===== src/inc/gpib_arm_cfg.svh =====
// Offsets, field positions, reset values and timing counts for the event-arm block
// Assumes a 4-bit word address and 16-bit data on the register port
`ifndef GPIB_ARM_CFG_SVH
`define GPIB_ARM_CFG_SVH

// ****************************************
// Register word offsets
// ****************************************
`define OFS_ARM        4'h0
`define OFS_CONFIG     4'h1
`define OFS_STATUS     4'h2
`define OFS_CLEAR      4'h3
`define OFS_IRQ_EN     4'h4
`define OFS_CONTROL    4'h5
`define OFS_BUS_STATE  4'h6

// ****************************************
// Arm mask bits
// ****************************************
`define ARM_W                    9
`define ADDRESS_CHANGE_ENABLE    8
`define CONTROL_GAINED_ENABLE    7
`define CONTROL_LOST_ENABLE      6
`define TRIGGER_RECEIVED_ENABLE  5
`define SERVICE_REQUEST_ENABLE   4
`define CLEAR_RECEIVED_ENABLE    3
`define LISTEN_ADDRESSED_ENABLE  2
`define TALK_ADDRESSED_ENABLE    1
`define UNADDRESSED_ENABLE       0

// ****************************************
// Status, config and control bits
// ****************************************
`define ST_W              4
`define ST_LIGHTPEN       0
`define ST_ADDR_CHANGE    1
`define ST_ABORT_DONE     2
`define ST_ABORT_REFUSED  3
`define CFG_LIGHTPEN_EN   0
`define CTRL_ABORT        0

// ****************************************
// Reset values
// ****************************************
`define ARM_RST     9'h000
`define LP_EN_RST   1'b0
`define ST_RST      4'h0
`define IRQ_EN_RST  4'h0

// ****************************************
// Bus command bytes and timing
// ****************************************
`define CMD_UNTALK    8'h5F
`define CMD_UNLISTEN  8'h3F
`define CLK_PERIOD_NS 100
`define IFC_HOLD_NS   100000
`define IFC_CYCLES    ((`IFC_HOLD_NS + `CLK_PERIOD_NS - 1) / `CLK_PERIOD_NS)
`define IFC_CNT_W     10

`endif


===== src/inc/gpib_arm_pkg.sv =====
// Types of the event-arm block and its abort sequencer
// Assumes gpib_arm_cfg.svh is on the include path
`include "gpib_arm_cfg.svh"
`default_nettype none

package gpib_arm_pkg;

	typedef enum logic [2:0] {
		ABORT_IDLE,
		ABORT_IFC,
		ABORT_ATN,
		ABORT_UNTALK,
		ABORT_UNLISTEN,
		ABORT_DONE
	} abort_state_t;

	typedef struct packed {
		logic [`ARM_W-1:0] arm;
		logic              lp_en;
		logic [`ST_W-1:0]  status;
		logic [`ST_W-1:0]  irq_en;
		logic              ctrl_q;
		logic              lsn_q;
		logic              tlk_q;
		logic              srq_q;
		logic              primed;
		logic [15:0]       rdata;
	} arm_state_t;

	typedef struct packed {
		abort_state_t          st;
		logic [`IFC_CNT_W-1:0] cnt;
		logic                  ifc;
		logic                  atn;
		logic [7:0]            cmd;
	} seq_state_t;

	localparam arm_state_t ARM_STATE_RST = '{
		arm:    `ARM_RST,
		lp_en:  `LP_EN_RST,
		status: `ST_RST,
		irq_en: `IRQ_EN_RST,
		ctrl_q: 1'b0,
		lsn_q:  1'b0,
		tlk_q:  1'b0,
		srq_q:  1'b0,
		primed: 1'b0,
		rdata:  16'h0000
	};

	localparam seq_state_t SEQ_STATE_RST = '{
		st:  ABORT_IDLE,
		cnt: '0,
		ifc: 1'b0,
		atn: 1'b0,
		cmd: 8'h00
	};

endpackage

`default_nettype wire


===== src/rtl/abort_seq.sv =====
// Bus abort sequencer: IFC pulse or ATN with untalk and unlisten
// Assumes start is a one-cycle pulse already qualified by controller role
`include "gpib_arm_cfg.svh"
`default_nettype none

module abort_seq (
	// Clock and reset
	input  wire logic                 ref_clk,
	input  wire logic                 sys_rst,
	input  wire logic                 clk_en,
	// Request
	input  wire logic                 start,
	input  wire logic                 sys_ctrl,
	// Bus drive
	output logic                      ifc_assert,
	output logic                      atn_assert,
	output logic [7:0]                cmd_byte,
	output logic                      cmd_valid,
	input  wire logic                 cmd_ready,
	// Progress
	output logic                      busy,
	output logic                      done
);
	import gpib_arm_pkg::*;

	seq_state_t seq_r;
	seq_state_t seq_nxt;

	// ****************************************
	// Sequencer
	// ****************************************
	always_comb begin
		seq_nxt = seq_r;
		case (seq_r.st)
			ABORT_IDLE: begin
				if (start && sys_ctrl) begin
					seq_nxt.st  = ABORT_IFC;
					seq_nxt.ifc = 1'b1;
					seq_nxt.cnt = `IFC_CNT_W'(`IFC_CYCLES - 1);
				end else if (start) begin
					seq_nxt.st  = ABORT_ATN;
					seq_nxt.atn = 1'b1;
				end
			end
			ABORT_IFC: begin
				if (seq_r.cnt == '0) begin
					seq_nxt.st  = ABORT_DONE;
					seq_nxt.ifc = 1'b0;
				end else begin
					seq_nxt.cnt = seq_r.cnt - `IFC_CNT_W'(1);
				end
			end
			ABORT_ATN: begin
				// One cycle of ATN alone before the first command byte
				seq_nxt.st  = ABORT_UNTALK;
				seq_nxt.cmd = `CMD_UNTALK;
			end
			ABORT_UNTALK: begin
				if (cmd_ready) begin
					seq_nxt.st  = ABORT_UNLISTEN;
					seq_nxt.cmd = `CMD_UNLISTEN;
				end
			end
			ABORT_UNLISTEN: begin
				if (cmd_ready) begin
					seq_nxt.st  = ABORT_DONE;
					seq_nxt.atn = 1'b0;
				end
			end
			ABORT_DONE: begin
				seq_nxt.st = ABORT_IDLE;
			end
			default: begin
				seq_nxt = SEQ_STATE_RST;
			end
		endcase
	end

	always_ff @(posedge ref_clk) begin
		if (sys_rst) begin
			seq_r <= SEQ_STATE_RST;
		end else if (clk_en) begin
			seq_r <= seq_nxt;
		end
	end

	assign ifc_assert = seq_r.ifc;
	assign atn_assert = seq_r.atn;
	assign cmd_byte   = seq_r.cmd;
	assign cmd_valid  = (seq_r.st == ABORT_UNTALK) || (seq_r.st == ABORT_UNLISTEN);
	assign busy       = (seq_r.st != ABORT_IDLE);
	assign done       = (seq_r.st == ABORT_DONE);

endmodule

`default_nettype wire


===== src/rtl/gpib_event_arm_abort.sv =====
// Event arming, lightpen attention status, interrupt and bus abort for a GPIB board
// Assumes role and addressing inputs come from the bus state logic on ref_clk
//
// What this block does
// - Arm bit 8 raises attention on any change of own address status.
// - Arm bit 8 alone covers control gain and loss, listen, talk and unaddressed changes.
// - Arm bit 7 raises attention when control passes to this board.
// - Arm bit 6 raises attention when this board hands control away.
// - Arm bit 5 raises attention on a trigger command received as peripheral.
// - Arm bit 4 raises attention when the internal service request bit sets.
// - Arm bit 3 raises attention on a clear command received as peripheral.
// - Arm bit 2 raises attention when addressed to listen as peripheral.
// - Arm bit 1 raises attention when addressed to talk as peripheral.
// - Arm bit 0 raises attention when unaddressed as talker and listener as peripheral.
// - Address conditions fire only on a real address change, shown by a status flag.
// - Attention is off after reset until configuration enables it.
// - Abort is taken only as active controller and idles every other device.
// - As active and system controller, abort pulses IFC.
// - As active non-system controller, abort asserts ATN then sends untalk and unlisten.
//
// Design decisions made here: the address map and strobed register access.
`include "gpib_arm_cfg.svh"
`default_nettype none

module gpib_event_arm_abort (
	// Clock, reset, enable
	input  wire logic        ref_clk,
	input  wire logic        sys_rst,
	input  wire logic        clk_en,
	// Register port
	input  wire logic [3:0]  reg_addr,
	input  wire logic [15:0] reg_wdata,
	input  wire logic        reg_wr,
	input  wire logic        reg_rd,
	output logic [15:0]      reg_rdata,
	// Bus role and events
	input  wire logic        role_active_ctrl,
	input  wire logic        role_system_ctrl,
	input  wire logic        addr_listener,
	input  wire logic        addr_talker,
	input  wire logic        trigger_cmd_rx,
	input  wire logic        clear_cmd_rx,
	input  wire logic        service_req_bit,
	// Bus drive
	output logic             ifc_assert,
	output logic             atn_assert,
	output logic [7:0]       cmd_byte,
	output logic             cmd_valid,
	input  wire logic        cmd_ready,
	// Attention and interrupt
	output logic             lightpen_status,
	output logic             irq
);
	import gpib_arm_pkg::*;

	arm_state_t            cur_r;
	arm_state_t            cur_nxt;
	logic [`ARM_W-1:0]     evt;
	logic [`ARM_W-1:0]     hit;
	logic                  addr_chg;
	logic                  lp_set;
	logic                  wr_arm;
	logic                  wr_config;
	logic                  wr_clear;
	logic                  wr_irq_en;
	logic                  wr_control;
	logic                  rd_status;
	logic                  abort_req;
	logic                  abort_go;
	logic                  abort_refused;
	logic                  abort_busy;
	logic                  abort_done;
	logic [`ST_W-1:0]      st_set;
	logic [`ST_W-1:0]      st_clr;

	function automatic logic at_ofs(input logic [3:0] a, input logic [3:0] ofs);
		return a == ofs;
	endfunction

	// ****************************************
	// Register decode
	// ****************************************
	assign wr_arm     = reg_wr && at_ofs(reg_addr, `OFS_ARM);
	assign wr_config  = reg_wr && at_ofs(reg_addr, `OFS_CONFIG);
	assign wr_clear   = reg_wr && at_ofs(reg_addr, `OFS_CLEAR);
	assign wr_irq_en  = reg_wr && at_ofs(reg_addr, `OFS_IRQ_EN);
	assign wr_control = reg_wr && at_ofs(reg_addr, `OFS_CONTROL);
	assign rd_status  = reg_rd && at_ofs(reg_addr, `OFS_STATUS);

	// ****************************************
	// Event detection
	// ****************************************
	// Inputs seen before the first sampled cycle would fake edges, hence primed
	assign addr_chg = cur_r.primed &&
		({role_active_ctrl, addr_listener, addr_talker} !=
		 {cur_r.ctrl_q, cur_r.lsn_q, cur_r.tlk_q});

	assign evt[`ADDRESS_CHANGE_ENABLE] = addr_chg;
	assign evt[`CONTROL_GAINED_ENABLE] = addr_chg && role_active_ctrl
		&& !cur_r.ctrl_q;
	assign evt[`CONTROL_LOST_ENABLE] = addr_chg && !role_active_ctrl
		&& cur_r.ctrl_q;
	assign evt[`TRIGGER_RECEIVED_ENABLE] = cur_r.primed && trigger_cmd_rx
		&& !role_active_ctrl;
	assign evt[`SERVICE_REQUEST_ENABLE] = cur_r.primed && service_req_bit
		&& !cur_r.srq_q;
	assign evt[`CLEAR_RECEIVED_ENABLE] = cur_r.primed && clear_cmd_rx
		&& !role_active_ctrl;
	assign evt[`LISTEN_ADDRESSED_ENABLE] = addr_chg && !role_active_ctrl
		&& addr_listener && !cur_r.lsn_q;
	assign evt[`TALK_ADDRESSED_ENABLE] = addr_chg && !role_active_ctrl
		&& addr_talker && !cur_r.tlk_q;
	assign evt[`UNADDRESSED_ENABLE] = addr_chg && !role_active_ctrl
		&& !addr_listener && !addr_talker
		&& (cur_r.lsn_q || cur_r.tlk_q);

	genvar gi;
	generate
		for (gi = 0; gi < `ARM_W; gi++) begin : g_hit
			assign hit[gi] = evt[gi] && cur_r.arm[gi];
		end
	endgenerate

	assign lp_set = cur_r.lp_en && (|hit);

	// ****************************************
	// Abort request
	// ****************************************
	assign abort_req     = wr_control && reg_wdata[`CTRL_ABORT];
	// A request during a running abort is dropped, not queued
	assign abort_go      = abort_req && role_active_ctrl && !abort_busy;
	assign abort_refused = abort_req && !role_active_ctrl;

	abort_seq u_abort_seq (
		.ref_clk    (ref_clk),
		.sys_rst    (sys_rst),
		.clk_en     (clk_en),
		.start      (abort_go),
		.sys_ctrl   (role_system_ctrl),
		.ifc_assert (ifc_assert),
		.atn_assert (atn_assert),
		.cmd_byte   (cmd_byte),
		.cmd_valid  (cmd_valid),
		.cmd_ready  (cmd_ready),
		.busy       (abort_busy),
		.done       (abort_done)
	);

	// ****************************************
	// Sticky status
	// ****************************************
	always_comb begin
		st_set = '0;
		st_set[`ST_LIGHTPEN]      = lp_set;
		st_set[`ST_ADDR_CHANGE]   = addr_chg;
		st_set[`ST_ABORT_DONE]    = abort_done;
		st_set[`ST_ABORT_REFUSED] = abort_refused;
		st_clr = '0;
		if (wr_clear) begin
			st_clr = reg_wdata[`ST_W-1:0];
		end
		// Reading status acknowledges the attention bit only
		if (rd_status) begin
			st_clr[`ST_LIGHTPEN] = 1'b1;
		end
	end

	// ****************************************
	// Next state
	// ****************************************
	always_comb begin
		cur_nxt        = cur_r;
		cur_nxt.primed = 1'b1;
		cur_nxt.ctrl_q = role_active_ctrl;
		cur_nxt.lsn_q  = addr_listener;
		cur_nxt.tlk_q  = addr_talker;
		cur_nxt.srq_q  = service_req_bit;
		// Set wins over clear in the same cycle
		cur_nxt.status = (cur_r.status & ~st_clr) | st_set;
		if (wr_arm) begin
			// Upper mask bits are expected zero and are not kept
			cur_nxt.arm = reg_wdata[`ARM_W-1:0];
		end
		if (wr_config) begin
			cur_nxt.lp_en = reg_wdata[`CFG_LIGHTPEN_EN];
		end
		if (wr_irq_en) begin
			cur_nxt.irq_en = reg_wdata[`ST_W-1:0];
		end
		cur_nxt.rdata = 16'h0000;
		if (reg_rd) begin
			case (reg_addr)
				`OFS_ARM: begin
					cur_nxt.rdata[`ARM_W-1:0] = cur_r.arm;
				end
				`OFS_CONFIG: begin
					cur_nxt.rdata[`CFG_LIGHTPEN_EN] = cur_r.lp_en;
				end
				`OFS_STATUS: begin
					cur_nxt.rdata[`ST_W-1:0] = cur_r.status;
				end
				`OFS_IRQ_EN: begin
					cur_nxt.rdata[`ST_W-1:0] = cur_r.irq_en;
				end
				`OFS_BUS_STATE: begin
					cur_nxt.rdata[5:0] = {abort_busy, service_req_bit, addr_talker,
						addr_listener, role_system_ctrl, role_active_ctrl};
				end
				default: begin
					cur_nxt.rdata = 16'h0000;
				end
			endcase
		end
	end

	always_ff @(posedge ref_clk) begin
		if (sys_rst) begin
			cur_r <= ARM_STATE_RST;
		end else if (clk_en) begin
			cur_r <= cur_nxt;
		end
	end

	// ****************************************
	// Outputs
	// ****************************************
	assign reg_rdata       = cur_r.rdata;
	assign lightpen_status = cur_r.status[`ST_LIGHTPEN];
	assign irq             = |(cur_r.status & cur_r.irq_en);

	// ****************************************
	// Assertions
	// ****************************************
	property p_unarmed_quiet;
		@(posedge ref_clk) disable iff (sys_rst)
		clk_en && !lightpen_status && !(|hit) |=> !lightpen_status;
	endproperty
	a_unarmed_quiet: assert property (p_unarmed_quiet)
		else $error("attention set without an armed condition");

	property p_sticky;
		@(posedge ref_clk) disable iff (sys_rst)
		clk_en && lightpen_status && !rd_status
			&& !(wr_clear && reg_wdata[`ST_LIGHTPEN]) |=> lightpen_status;
	endproperty
	a_sticky: assert property (p_sticky)
		else $error("attention dropped without read or clear");

	property p_disabled;
		@(posedge ref_clk) disable iff (sys_rst)
		clk_en && !cur_r.lp_en && !lightpen_status |=> !lightpen_status;
	endproperty
	a_disabled: assert property (p_disabled)
		else $error("attention set while emulation disabled");

	property p_gain;
		@(posedge ref_clk) disable iff (sys_rst)
		clk_en && cur_r.primed && cur_r.lp_en && cur_r.arm[`CONTROL_GAINED_ENABLE]
			&& role_active_ctrl && !cur_r.ctrl_q |=> lightpen_status;
	endproperty
	a_gain: assert property (p_gain)
		else $error("control gain did not raise attention");

	property p_trigger;
		@(posedge ref_clk) disable iff (sys_rst)
		clk_en && cur_r.primed && cur_r.lp_en && cur_r.arm[`TRIGGER_RECEIVED_ENABLE]
			&& trigger_cmd_rx && !role_active_ctrl |=> lightpen_status;
	endproperty
	a_trigger: assert property (p_trigger)
		else $error("trigger as peripheral did not raise attention");

	property p_addr_flag;
		@(posedge ref_clk) disable iff (sys_rst)
		clk_en && cur_r.primed && (addr_listener != cur_r.lsn_q)
			|=> cur_r.status[`ST_ADDR_CHANGE];
	endproperty
	a_addr_flag: assert property (p_addr_flag)
		else $error("address change flag not set");

	property p_refused;
		@(posedge ref_clk) disable iff (sys_rst)
		clk_en && abort_req && !role_active_ctrl
			|=> !ifc_assert && !atn_assert && cur_r.status[`ST_ABORT_REFUSED];
	endproperty
	a_refused: assert property (p_refused)
		else $error("abort taken while not active controller");

	property p_ifc;
		@(posedge ref_clk) disable iff (sys_rst)
		clk_en && abort_go && role_system_ctrl
			|=> ifc_assert && !atn_assert ##1 ifc_assert [*7];
	endproperty
	a_ifc: assert property (p_ifc)
		else $error("abort as system controller did not hold IFC");

	property p_atn_cmds;
		@(posedge ref_clk) disable iff (sys_rst)
		cmd_valid |-> atn_assert && !ifc_assert
			&& (cmd_byte == `CMD_UNTALK || cmd_byte == `CMD_UNLISTEN);
	endproperty
	a_atn_cmds: assert property (p_atn_cmds)
		else $error("command byte sent without ATN");

	property p_atn_start;
		@(posedge ref_clk) disable iff (sys_rst)
		clk_en && abort_go && !role_system_ctrl
			|=> atn_assert && !cmd_valid ##1 !$past(clk_en) || (cmd_valid
			&& cmd_byte == `CMD_UNTALK);
	endproperty
	a_atn_start: assert property (p_atn_start)
		else $error("untalk did not follow ATN");

	property p_lost;
		@(posedge ref_clk) disable iff (sys_rst)
		clk_en && cur_r.primed && cur_r.lp_en && cur_r.arm[`CONTROL_LOST_ENABLE]
			&& !role_active_ctrl && cur_r.ctrl_q |=> lightpen_status;
	endproperty
	a_lost: assert property (p_lost)
		else $error("control loss did not raise attention");

	property p_srq;
		@(posedge ref_clk) disable iff (sys_rst)
		clk_en && cur_r.primed && cur_r.lp_en && cur_r.arm[`SERVICE_REQUEST_ENABLE]
			&& service_req_bit && !cur_r.srq_q |=> lightpen_status;
	endproperty
	a_srq: assert property (p_srq)
		else $error("service request did not raise attention");

	// IFC may only drop at the end of a finished abort
	property p_ifc_end;
		@(posedge ref_clk) disable iff (sys_rst)
		$fell(ifc_assert) |-> abort_done && !atn_assert;
	endproperty
	a_ifc_end: assert property (p_ifc_end)
		else $error("IFC released without finishing the abort");

	c_attention: cover property (@(posedge ref_clk) disable iff (sys_rst)
		$rose(lightpen_status));
	c_ifc: cover property (@(posedge ref_clk) disable iff (sys_rst)
		$fell(ifc_assert));
	c_unlisten: cover property (@(posedge ref_clk) disable iff (sys_rst)
		cmd_valid && cmd_ready && cmd_byte == `CMD_UNLISTEN);
	c_refused: cover property (@(posedge ref_clk) disable iff (sys_rst)
		abort_refused && clk_en);

endmodule

`default_nettype wire


===== config.mk =====
export PLATFORM = sky130hd
export DESIGN_NAME = gpib_event_arm_abort
export DESIGN_NICKNAME = d
export VERILOG_FILES = /design/src/inc/gpib_arm_pkg.sv /design/src/rtl/abort_seq.sv /design/src/rtl/gpib_event_arm_abort.sv
export VERILOG_INCLUDE_DIRS = /design/src /design/src/inc
export SDC_FILE = /design/constraint.sdc
export NUM_CORES = 1
export LEC_CHECK = 0
export ABC_AREA = 1
export BUFFER_PORTS_ARGS = -buffer_cell sky130_fd_sc_hd__buf_2
export CAP_MARGIN = 5
export CORE_AREA = 3 3 62 87
export CTS_BUF_LIST = sky130_fd_sc_hd__clkbuf_4 sky130_fd_sc_hd__clkbuf_8
export DETAILED_ROUTE_END_ITERATION = 16
export DIE_AREA = 0 0 65 90
export PLACE_DENSITY = 0.85
export SLEW_MARGIN = 20
export SYNTH_ARGS = -nofsm -noshare
export SYNTH_HDL_FRONTEND = slang
export SYNTH_SLANG_ARGS = --single-unit

===== constraint.sdc =====
create_clock -name ref_clk -period 2.8 [get_ports ref_clk]
set_input_delay 0 -clock ref_clk [delete_from_list [all_inputs] [get_ports ref_clk]]
set_output_delay 0 -clock ref_clk [all_outputs]
set_load 0.05 [all_outputs]

Word level (Yosys, flattened, before mapping)
Index checks and enable logic that the tools add are counted.
- $add $sub $neg: 1
- eq/ne operators: 20
- bitwise gates (word level): 7
- reductions and logical operators: 66
- multiplexer cells: 23
- operators with widths (cell ; number):
    logical AND 1 bit ; 39
    case mux 11 bit (3 select lines) ; 1
    case mux 8 bit (3 select lines) ; 1
    2-to-1 mux 3 bit ; 6
    OR reduction 4 bit ; 4
    case mux 3 bit (5 select lines) ; 1
    equality test 4 x 3 -> 1 bit (second input constant) ; 3
    case mux 3 bit (4 select lines) ; 1
    2-to-1 mux 11 bit ; 1
    zero test 10 bit ; 1
    2-to-1 mux 10 bit ; 1
    AND reduction 5 bit ; 2
    subtractor 10 x 1 -> 10 bit (second input constant) ; 1
    2-to-1 mux 9 bit ; 1
    OR reduction 9 bit ; 1
    bitwise AND 4 bit ; 2
    equality test 4 x 2 -> 1 bit (second input constant) ; 2
    zero test 1 bit ; 8
    2-to-1 mux 8 bit ; 1
    inequality test 2 bit (second input constant) ; 4
    AND reduction 4 bit ; 2
    equality test 3 x 2 -> 1 bit (second input constant) ; 2
    equality test 3 bit (second input constant) ; 2
    inequality test 2 x 1 -> 1 bit (second input constant) ; 3
    18 further kinds ; 27
- output and inout bits: 29
- register bits: 62
- input bits: 33
- word-level logic and storage cells: 132

Longest topological paths before layout
Gate-level depths: netlist (run 1).
- depth in word-level cells: 10
- mapped depth: 11
- gate-level depth less buffers: 11

Modules after synthesis
From an unflattened synthesis (run 1), not the netlist that was laid out.
- cells, all modules: 429
- area total of the unflattened synthesis: 2971.6 um^2
- by module, submodules not included (module ; cells an instance ; times used ; area each (um^2) ; seq. area each (um^2)):
    gpib_event_arm_abort ; 224 ; 1 ; 1680.4 ; 640.6
    abort_seq ; 205 ; 1 ; 1291.2 ; 360.3

Worst setup path after synthesis (run 1)
Ideal clock, no wire load.
- kind: flip-flop to flip-flop
- start point: register u_abort_seq.seq_r[21] (netlist bit)
- end point: register u_abort_seq.seq_r[13] (netlist bit)
- data required time: 2682 ps
- cell stages (with the launch flop): 8
- slack: 1218 ps
- clock period less this slack: 1582 ps
- arrival time: 1464 ps
- cells stage by stage: dfxtp_1 -> inv_1 -> ha_1 -> nor2_2 -> nand3_4 -> buf_6 -> o21ai_1 -> a21oi_2
- cells in the longest elaborated chain, start to end: 6
- ends and longest elaborated chain (item ; RTL line ; text):
    from (decl) ; abort_seq.sv:26 ; seq_state_t seq_r;
    from (signal assigned) ; abort_seq.sv:83 ; seq_r <= seq_nxt;
    nonzero test 3 bit ; abort_seq.sv:91 ; assign busy = (seq_r.st != ABORT_IDLE);
    zero test 1 bit ; gpib_event_arm_abort.sv:131 ; assign abort_go = abort_req && role_active_ctrl && !abort_busy;
    logical AND 1 bit ; gpib_event_arm_abort.sv:131 ;
    logical AND 1 bit ; abort_seq.sv:36 ; if (start && sys_ctrl) begin
    inequality test 2 x 1 -> 1 bit (no source line) ; n/a ;
    AND reduction 4 bit (no source line) ; n/a ;
Several ways; a longest one is shown, not always the timed one.
A chain may end at the register's enable or synchronous reset.

Worst setup path after layout (run 1)
- start point: register u_abort_seq.seq_r[21] (netlist bit)
- end point: register u_abort_seq.seq_r[16] (netlist bit)
The elaborated chain is that of the path after synthesis.

==> out/qor.yml, run 1 <==
drt:
  first_iter_violations: 163
  vias: 2671
  wirelength_um: 6820
  wl_per_cell_um: 13.8
  drt-vias-per-instance: 5.40
  drtAntennaViolNets: 0
  detail_route.drc_violations: 0
  dr.pass1.iters: 4
place:
  dp.final_hpwl_um: 4970
  portBuffers: 46
  place_congestion: 0.914
  placed_cells: 481
synthesis:
  ys_top_cells_by_area: "dfxtp_1, nand2_1, a21oi_1, o21ai_0, buf_4"
  ys_top_cells_by_count: "nand2_1, dfxtp_1, inv_1"
  synth_top_area_share_pct: 35.9
  synth.most_common_cell: "nand2_1"
  ys_async_sr_fraction_pct: 0
  synthFlopType: "dfxtp_1"
  seq_area_frac_synth_pct: 35.9
  yosysWarnings: 0
  synth-edff-count: 0
  syn_avg_cell_area_um2: 7.00
  ys_types: 37
  ys_seq_elements: 50
  netlist_instances: 399
  netlist_area_um2: 2790
  yosysTopAreaCell: "dfxtp_1"
outcome:
  outcome: "complete, but fails checks"
  violations: "hold timing"
cts:
  numCtsBuffers: 5
  h-tree-depth: 2
  cts_sinks: 50
  insertion_delay_ns: 0.31
  cts_tree: "yes"
  post_cts_buffers: 0
  clockRootBuffer: "clkbuf_8"
  cts_max_path_buffers: 2
  clk_pin_slew_ns: 0.10
cells_and_area:
  fin_cells: 495
  seqCellArea_um2: 1000
  fillers: 425
  multi_input_area_um2: 1390
  drive_above_1_share_pct: 20.1
  nets: 468
  area_growth_pct: 9.41
  n_antenna_cell: 0
power_and_ir_drop:
  power.leakage_nw: 1.30
  vdd_drop_max_v: 0.000726
  power_density_nw_per_um2: 836
die:
  core_area_um2: 4610
  die_x_um: 65
  num_rows: 29
  start_util_pct: 60.6
  fp.dieH_um: 90
  die_area_um2: 5850
  ioPinCount: 62
grt:
  use_met1_pct: 25.1
  use_met3_pct: 3.49
  grt_pass1_vias: 2610
  grt_pass1_wl_um: 11200
  grt.total_usage_pct: 23.7
  gr-usage-met2_pct: 45.3
  antenna_found_initial: 0
  grt_max_degree: 27
  top_usage_layer: "met2"
  grt-ovfl-total: 0
timing:
  slew_headroom_pct: 51.5
  tightest_slew_ns: 0.727
  setup_viol: 0
  whs_ns: -0.00297
  hold_viol: 1
  post-route-min-period_ns: 1.81
  rsz0062_at_grt: "no"
  clock.fmax_mhz: 553
  min_period_over_period_pct: 64.6
  slew_viol_final: 0
  final.setup.tns_ns: 0
  clock-skew-final_ns: 0.0152
critical_path:
  critPathKind: "flip-flop to flip-flop"
  path_cells: "inv_1, ha_1, nor2_2, nand3_4, nor2_4, nand2_1, a21oi_2"
  worstPathRequired_ns: 3.04
  worst_ep_arrival_time_ns: 2.05
  slowest_stage: "dfxtp_1"
  worstSetupStartpointType: "flip-flop"
  endpoint_kind: "flip-flop"
  path_max_fanout: 15
  slowest_delay_ns: 0.48
flow_run:
  maxCapViolations: 0
min_path:
  min_path_type: "primary input to flip-flop"
area by class of cell:
type	instances	share of cell area, %
Timing Repair Buffer	52	9.50
Inverter	53	6.68
Tap cell	62	2.54
Sequential cell	50	32.8
Multi-Input combinational cell	270	45.5
Clock inverter	3	0.778
Clock buffer	5	2.25
critical path, delay by kind of cell, from the launching register on:
family | cells | cell delay, ns
flip-flops | 1 | 0.48
AO/OA/AOI/OAI | 1 | 0.11
buffers and inverters | 1 | 0.13
adder cells (fa/ha/maj) | 1 | 0.32
AND/OR/NAND/NOR | 4 | 0.70
repair_timing:
action / in CTS / in global routing
hold buffers: 6 / 0
endpoints found under the hold margin: 6 / 0
resized for setup: 0 / 0
registers in the layout, indices dropped and copies added (netlist names):
| signal | flops |
|---|---|
| cur_r | 22 |
| lightpen_status | 1 |
| reg_rdata | 9 |
| u_abort_seq.atn_assert | 1 |
| u_abort_seq.cmd_byte | 3 |
| u_abort_seq.ifc_assert | 1 |
| u_abort_seq.seq_r | 13 |
through the flow:
step                area (um2)  power, W  utilization (%)  worst slack, ns  hold WS (ns)
finish                    3050   0.00255             66.3            0.990      -0.00297
detailed placement        2900   0.00210             63.0             1.01         0.294
global route              3050   0.00274             66.3            0.791        0.0136
CTS                       3050   0.00254             66.3            0.978       0.00279
floorplan                 2820   0.00190                -             1.22         0.164
global placement          2900   0.00207             63.0             1.04         0.282
layout by cell type, fill, tap and decap left out, types with 5 or more instances in the layout:
master          n
o21ai_0        38
nand2_2         7
a21oi_1        43
dlygate4sd3_1   6
o22ai_1         8
nand2_1        73
inv_1          47
nor2_2          6
nor2_1         26
nand3_1        18
conb_1          8
nand4_1         6
a21oi_2         7
dfxtp_1        50
inv_2           5
clkbuf_8        5
buf_2          46
cells by family after synthesis:
| family | Yosys count | synth area share (%) |
|---|---|---|
| and+or+nand+nor | 147 | 24.5 |
| buffers and inverters | 86 | 15.3 |
| other | 1 | 0.134 |
| adders and majority gates | 3 | 1.34 |
| AOI/OAI and AO/OA | 111 | 22.5 |
| xor gates and xnor gates | 1 | 0.314 |
| DFF | 50 | 35.9 |
final timing paths:
kind / startpoint / to / slack [ns] / cells past startpoint
setup / recovery: u_abort_seq.seq_r[21] / u_abort_seq.seq_r[16] / 0.99 / 7
hold / removal: reg_wdata[8] / cur_r[38] / -0.003 / 3
setup reg to reg: u_abort_seq.seq_r[21] / u_abort_seq.seq_r[16] / 0.99 / 7
hold reg to reg: reg_rdata[3] / reg_rdata[3] / 0.47 / 2
where the power goes:
part           internal [W]  switching (W)  total (W)  leakage, nW
clock network      0.000179       0.000259   0.000438       0.0408
logic              0.000400       0.000819    0.00122        0.850
registers          0.000802      0.0000931   0.000895        0.406
layer usage:
metal	up-vias	wire, um
met5	-	0
met4	0	157
met3	17	370
met2	94	3690
met1	1207	2610
li1	1353	-
Power figures use the tool's default switching activity.
==> inputs of run 2 (changes only) <==
CORE_AREA = 3 3 67 94   (was 3 3 62 87)
DIE_AREA = 0 0 70 97   (was 0 0 65 90)
PLACE_DENSITY = 0.77   (was 0.85)
clock period = 1.56 ns   (was 2.8 ns; I/O delays follow)
==> run 2 against run 1 <==
  * The flow now finishes without violations
  * Critical endpoint is now u_abort_seq.seq_r[22]
  * Largest cell class unchanged
  * Sequential share of layout area is 3.0 points lower
  * Sequential power is 79% higher
  * Worst setup slack worse by 0.95 ns
  * Clock power grew to 2.5 times the previous value
  * Register-to-register slack worse by 0.95 ns
==> out/qor.yml, run 2 (synthesis gave the netlist of run 1 again) <==
place:
  dp.final_hpwl_um: 5270
  portBuffers: 46
  place_ws_ns: -0.0463
  place_congestion: 0.986
  place_area_um2: 3040
min_path:
  min_path_type: "primary input to flip-flop"
cells_and_area:
  nets: 492
  final_cell_mix: "nand2_1, dfxtp_1, buf_2"
  largest_reg_flops: 22
  drive_above_1_share_pct: 27.4
  largest_register: "cur_r"
  fin_area_um2: 3370
  n_antenna_cell: 0
  area_growth_pct: 20.8
  final_common_cell: "nand2_1"
die:
  ioPinCount: 62
  fp.dieH_um: 97
  core_area_um2: 5530
  start_util_pct: 50.5
  die_x_um: 70
  num_rows: 32
  die_area_um2: 6790
drt:
  first_iter_violations: 223
  drtAntennaViolNets: 0
  detail_route.drc_violations: 0
  vias: 2827
  drt-vias-per-instance: 5.38
  wirelength_um: 7400
  wl_per_cell_um: 14.1
  dr.pass1.iters: 4
power_and_ir_drop:
  vdd_drop_max_v: 0.00128
  power_w: 0.00564
  power_density_nw_per_um2: 1670
  power.leakage_nw: 1.45
critical_path:
  endpoint_kind: "flip-flop"
  cp.buffers_inverters: 2
  slowest_delay_ns: 0.35
  worstSetupStartpointType: "flip-flop"
  worst_ep_arrival_time_ns: 1.73
  slowest_stage: "dfxtp_2"
  critical-path-top-delay-family: "simple AND/OR/NAND/NOR gates"
  path_max_fanout: 5
  critPathKind: "flip-flop to flip-flop"
  path_cells: "inv_2, buf_4, nand2_2, nor2_2, a21oi_2, nand4_1, nor3_2, nor2_1"
  worstPathRequired_ns: 1.77
timing:
  whs_ns: 0.00574
  clock.fmax_mhz: 659
  slew_viol_final: 0
  hold_viol: 0
  setup_viol: 0
  post-route-min-period_ns: 1.52
  final.setup.tns_ns: 0
  clock-skew-final_ns: 0.0136
  min_period_over_period_pct: 97.2
  setup_ws_ns: 0.0437
  rsz0062_at_grt: "yes"
grt:
  antenna_found_initial: 0
  grt_max_degree: 27
  grt.total_usage_pct: 21.4
  grt_pass1_vias: 2703
  grt-ovfl-total: 0
  grt_pass1_wl_um: 12000
cts:
  cts_max_path_buffers: 2
  cts_sinks: 50
  clk_pin_slew_ns: 0.10
  h-tree-depth: 2
  numCtsBuffers: 5
  cts_tree: "yes"
  insertion_delay_ns: 0.31
  clockRootBuffer: "clkbuf_8"
outcome:
  outcome: "completed"
flow_run:
  maxCapViolations: 0
run 2: cell count changes in the layout (fill, tap and decap cells not counted), sizes merged:
cell,before,now
buf,46,68
bufinv,0,2
clkinv,1,2
clkinvlp,2,0
dlygate4sd3,6,7
inv,53,52
nand3,20,21
run 2: final cells by class:
class | count | area, um2
clock buffers | 5 | 68.8
clock inverters | 3 | 68.8
fillers | 526 | 2150
inverters | 53 | 204
multi-input cells | 271 | 1460
flip-flops and latches | 50 | 1010
well taps | 68 | 85.1
repair buffers | 75 | 484
run 2: routing by layer:
metal,up-vias,routed length (um),global-route usage (%)
met4,0,219,9.73
met3,20,355,4.05
met5,-,0,0
met1,1324,2870,22.5
met2,81,3950,40.1
li1,1402,-,-
run 2: timing repair:
action                     4_1_cts  5_1_grt
buffers inserted                 1        4
resized for setup                7       18
gates cloned                     0        1
pin swaps                        7        8
hold endpoints to repair         7        0
hold buffers                     7        0
setup endpoints to repair       11       16
run 2: per-stage QoR:
stage,std cells,util [%]
after detailed placement,504,55.0
after floorplan,406,-
after CTS,520,59.7
after global placement,504,55.0
after global routing,525,61.1
final,525,61.1
run 2: worst register-to-register path, stage by stage (launching register included):
cell and delay [ns]:
dfxtp_2 0.35, inv_2 0.04, buf_4 0.15, nand2_2 0.10, nor2_2 0.06, a21oi_2 0.20, nand4_1 0.24, nor3_2 0.21
nor2_1 0.06
run 2: report_power, final:
group | total [W] | switching (W) | leakage (nW) | internal [W]
Combinational | 0.00294 | 0.00177 | 0.977 | 0.00117
Clock | 0.00110 | 0.000456 | 0.0683 | 0.000643
Sequential | 0.00160 | 0.000155 | 0.408 | 0.00145
run 2: path summary, 6_finish.rpt:
path / from / endpoint / slack, ns / cells after the start
max: u_abort_seq.seq_r[22] / u_abort_seq.seq_r[22] / 0.04 / 8
min: addr_talker / cur_r[18] / 0.006 / 3
max reg2reg: u_abort_seq.seq_r[22] / u_abort_seq.seq_r[22] / 0.04 / 8
min reg2reg: u_abort_seq.ifc_assert / u_abort_seq.ifc_assert / 0.45 / 2
==> inputs of run 3 (changes only) <==
MAX_ROUTING_LAYER = met4   (was not set)
PLACE_DENSITY = 0.82   (was 0.77)
==> run 3 against run 2 <==
  * Maximum frequency fell by 2.5%
  * Register-to-register slack got worse by 0.04 ns
  * Core utilization fell by 0.091 points
  * Combinational power barely moved
  * Critical path depth rose by 2
  * Clock power fell by 28%
  * Global-route usage fell by 0.32 points
  * Non-clock buffer count rose by 5
  * Clock skew fell by 0.0058 ns
  * Clock-buffer cell count did not move
  * Wire length fell by 1.6%
  * Critical endpoint unchanged
==> out/qor.yml, run 3 (synthesis gave the netlist of run 1 again) <==
drt:
  first_iter_violations: 262
  met2_length_um: 3870
  drtAntennaViolNets: 0
  wl_met1_um: 2810
  detail_route.drc_violations: 0
  vias: 2802
  wirelength_um: 7280
  wl_met3_um: 418
  topRoutingLayerUsed: "met4"
  drt-vias-per-instance: 5.29
  wl_per_cell_um: 13.7
  dr.pass1.iters: 5
place:
  dp.final_hpwl_um: 5190
  portBuffers: 46
  place_congestion: 1.02
critical_path:
  critPathKind: "flip-flop to flip-flop"
  worstSetupStartpointType: "flip-flop"
  critical-path-top-delay-family: "simple AND/OR/NAND/NOR gates"
  path_cells: "inv_2, ha_4, nand3_4, nor2_4, nand2_2, nand2_2, nand4_1, inv_1, o21ai_1, nor2_1"
  cp.buffers_inverters: 2
  worst_ep_arrival_time_ns: 1.81
  slowest_stage: "dfxtp_1"
  slowest_delay_ns: 0.32
  path_common_cell: "nand2_2"
  endpoint_kind: "flip-flop"
  worstPathRequired_ns: 1.82
  path_max_fanout: 5
timing:
  min_period_over_period_pct: 99.7
  clock.fmax_mhz: 643
  post-route-min-period_ns: 1.56
  setup_viol: 0
  slew_viol_final: 0
  clock-skew-final_ns: 0.00775
  final.setup.tns_ns: 0
  hold_viol: 0
  rsz0062_at_grt: "yes"
grt:
  grt_pass1_wl_um: 11400
  grt_pass1_vias: 2597
  antenna_found_initial: 0
  grt.total_usage_pct: 21.1
  grt-ovfl-total: 0
  grt_max_degree: 27
min_path:
  min_path_type: "primary input to flip-flop"
power_and_ir_drop:
  vdd_drop_max_v: 0.00120
  power.leakage_nw: 1.46
  power_w: 0.00531
  power_density_nw_per_um2: 1580
cells_and_area:
  area_growth_pct: 20.7
  final_cell_mix: "nand2_1, dfxtp_1, inv_1"
  drive_above_1_share_pct: 27.3
  final_common_cell: "nand2_1"
  n_antenna_cell: 0
  largest_register: "cur_r"
  nets: 497
  largest_reg_flops: 22
flow_run:
  maxCapViolations: 0
die:
  die_area_um2: 6790
  start_util_pct: 50.5
  num_rows: 32
  ioPinCount: 62
  fp.dieH_um: 97
  core_area_um2: 5530
  die_x_um: 70
cts:
  cts_max_path_buffers: 2
  numCtsBuffers: 5
  clk_pin_slew_ns: 0.09
  h-tree-depth: 2
  clockRootBuffer: "clkbuf_8"
  insertion_delay_ns: 0.32
  cts_sinks: 50
  cts_tree: "yes"
outcome:
  outcome: "completed"
## run 3: changes by cell type in the layout (fill, tap and decap cells not counted), moves of 2 or more
cell,delta
dfxtp_1,+2
bufinv_16,-2
dfxtp_2,-2
buf_4,+4
## run 3: metrics by stage
| step | hold slack, ns | util [%] | cells | setup slack, ns | cell area, um2 |
|---|---|---|---|---|---|
| after floorplan | 0.164 | - | 406 | 0.0644 | 2820 |
| after global placement | 0.282 | 55.0 | 504 | 0.00472 | 3040 |
| after detailed placement | 0.297 | 55.0 | 504 | -0.0487 | 3040 |
| after CTS | 0.00161 | 59.0 | 525 | 0.0305 | 3260 |
| after global routing | 0.00234 | 61.0 | 530 | -0.127 | 3370 |
| final | 0.00257 | 61.0 | 530 | 0.00476 | 3370 |
## run 3: routing by layer
layer,track usage (%),vias up
met5,-,-
met4,9.73,0
met3,3.85,15
met2,37.4,88
met1,22.4,1283
li1,-,1416
## run 3: worst register-to-register path: cells and delay by family (launching register included)
| kind | cells | cell delay [ns] |
|---|---|---|
| simple gates | 6 | 0.75 |
| flops | 1 | 0.32 |
| buf+inv | 2 | 0.21 |
| fa+ha+maj | 1 | 0.16 |
| compound gates | 1 | 0.07 |
## run 3: area by class of cell
type                            instances  area (um2)
Fill cell                             492        2160
Multi-Input combinational cell        271        1470
Sequential cell                        50        1000
Timing Repair Buffer                   80         519
Inverter                               53         204
Tap cell                               68        85.1
Clock buffer                            5        68.8
Clock inverter                          3        21.3
## run 3: power breakdown
part           total (W)  switching, W  leakage (nW)  internal (W)
Clock           0.000788      0.000472        0.0441      0.000316
Combinational    0.00293       0.00179          1.01       0.00114
Sequential       0.00159      0.000146         0.407       0.00144
Total            0.00531       0.00240          1.46       0.00290
## run 3: worst paths after layout
path                          start                endpoint  slack [ns]  cells past startpoint
min                    reg_wdata[1]               cur_r[26]       0.003                      4
min reg2reg  u_abort_seq.ifc_assert  u_abort_seq.ifc_assert        0.46                      2
max reg2reg   u_abort_seq.seq_r[11]   u_abort_seq.seq_r[22]       0.005                     10
max           u_abort_seq.seq_r[11]   u_abort_seq.seq_r[22]       0.005                     10
## run 3: timing repair
action	in CTS	in global routing
setup endpoints to repair	6	16
pin swaps	2	13
buffers inserted	4	4
gates cloned	0	1
resized for setup	3	21
hold buffers	9	0
endpoints found under the hold margin	9	0
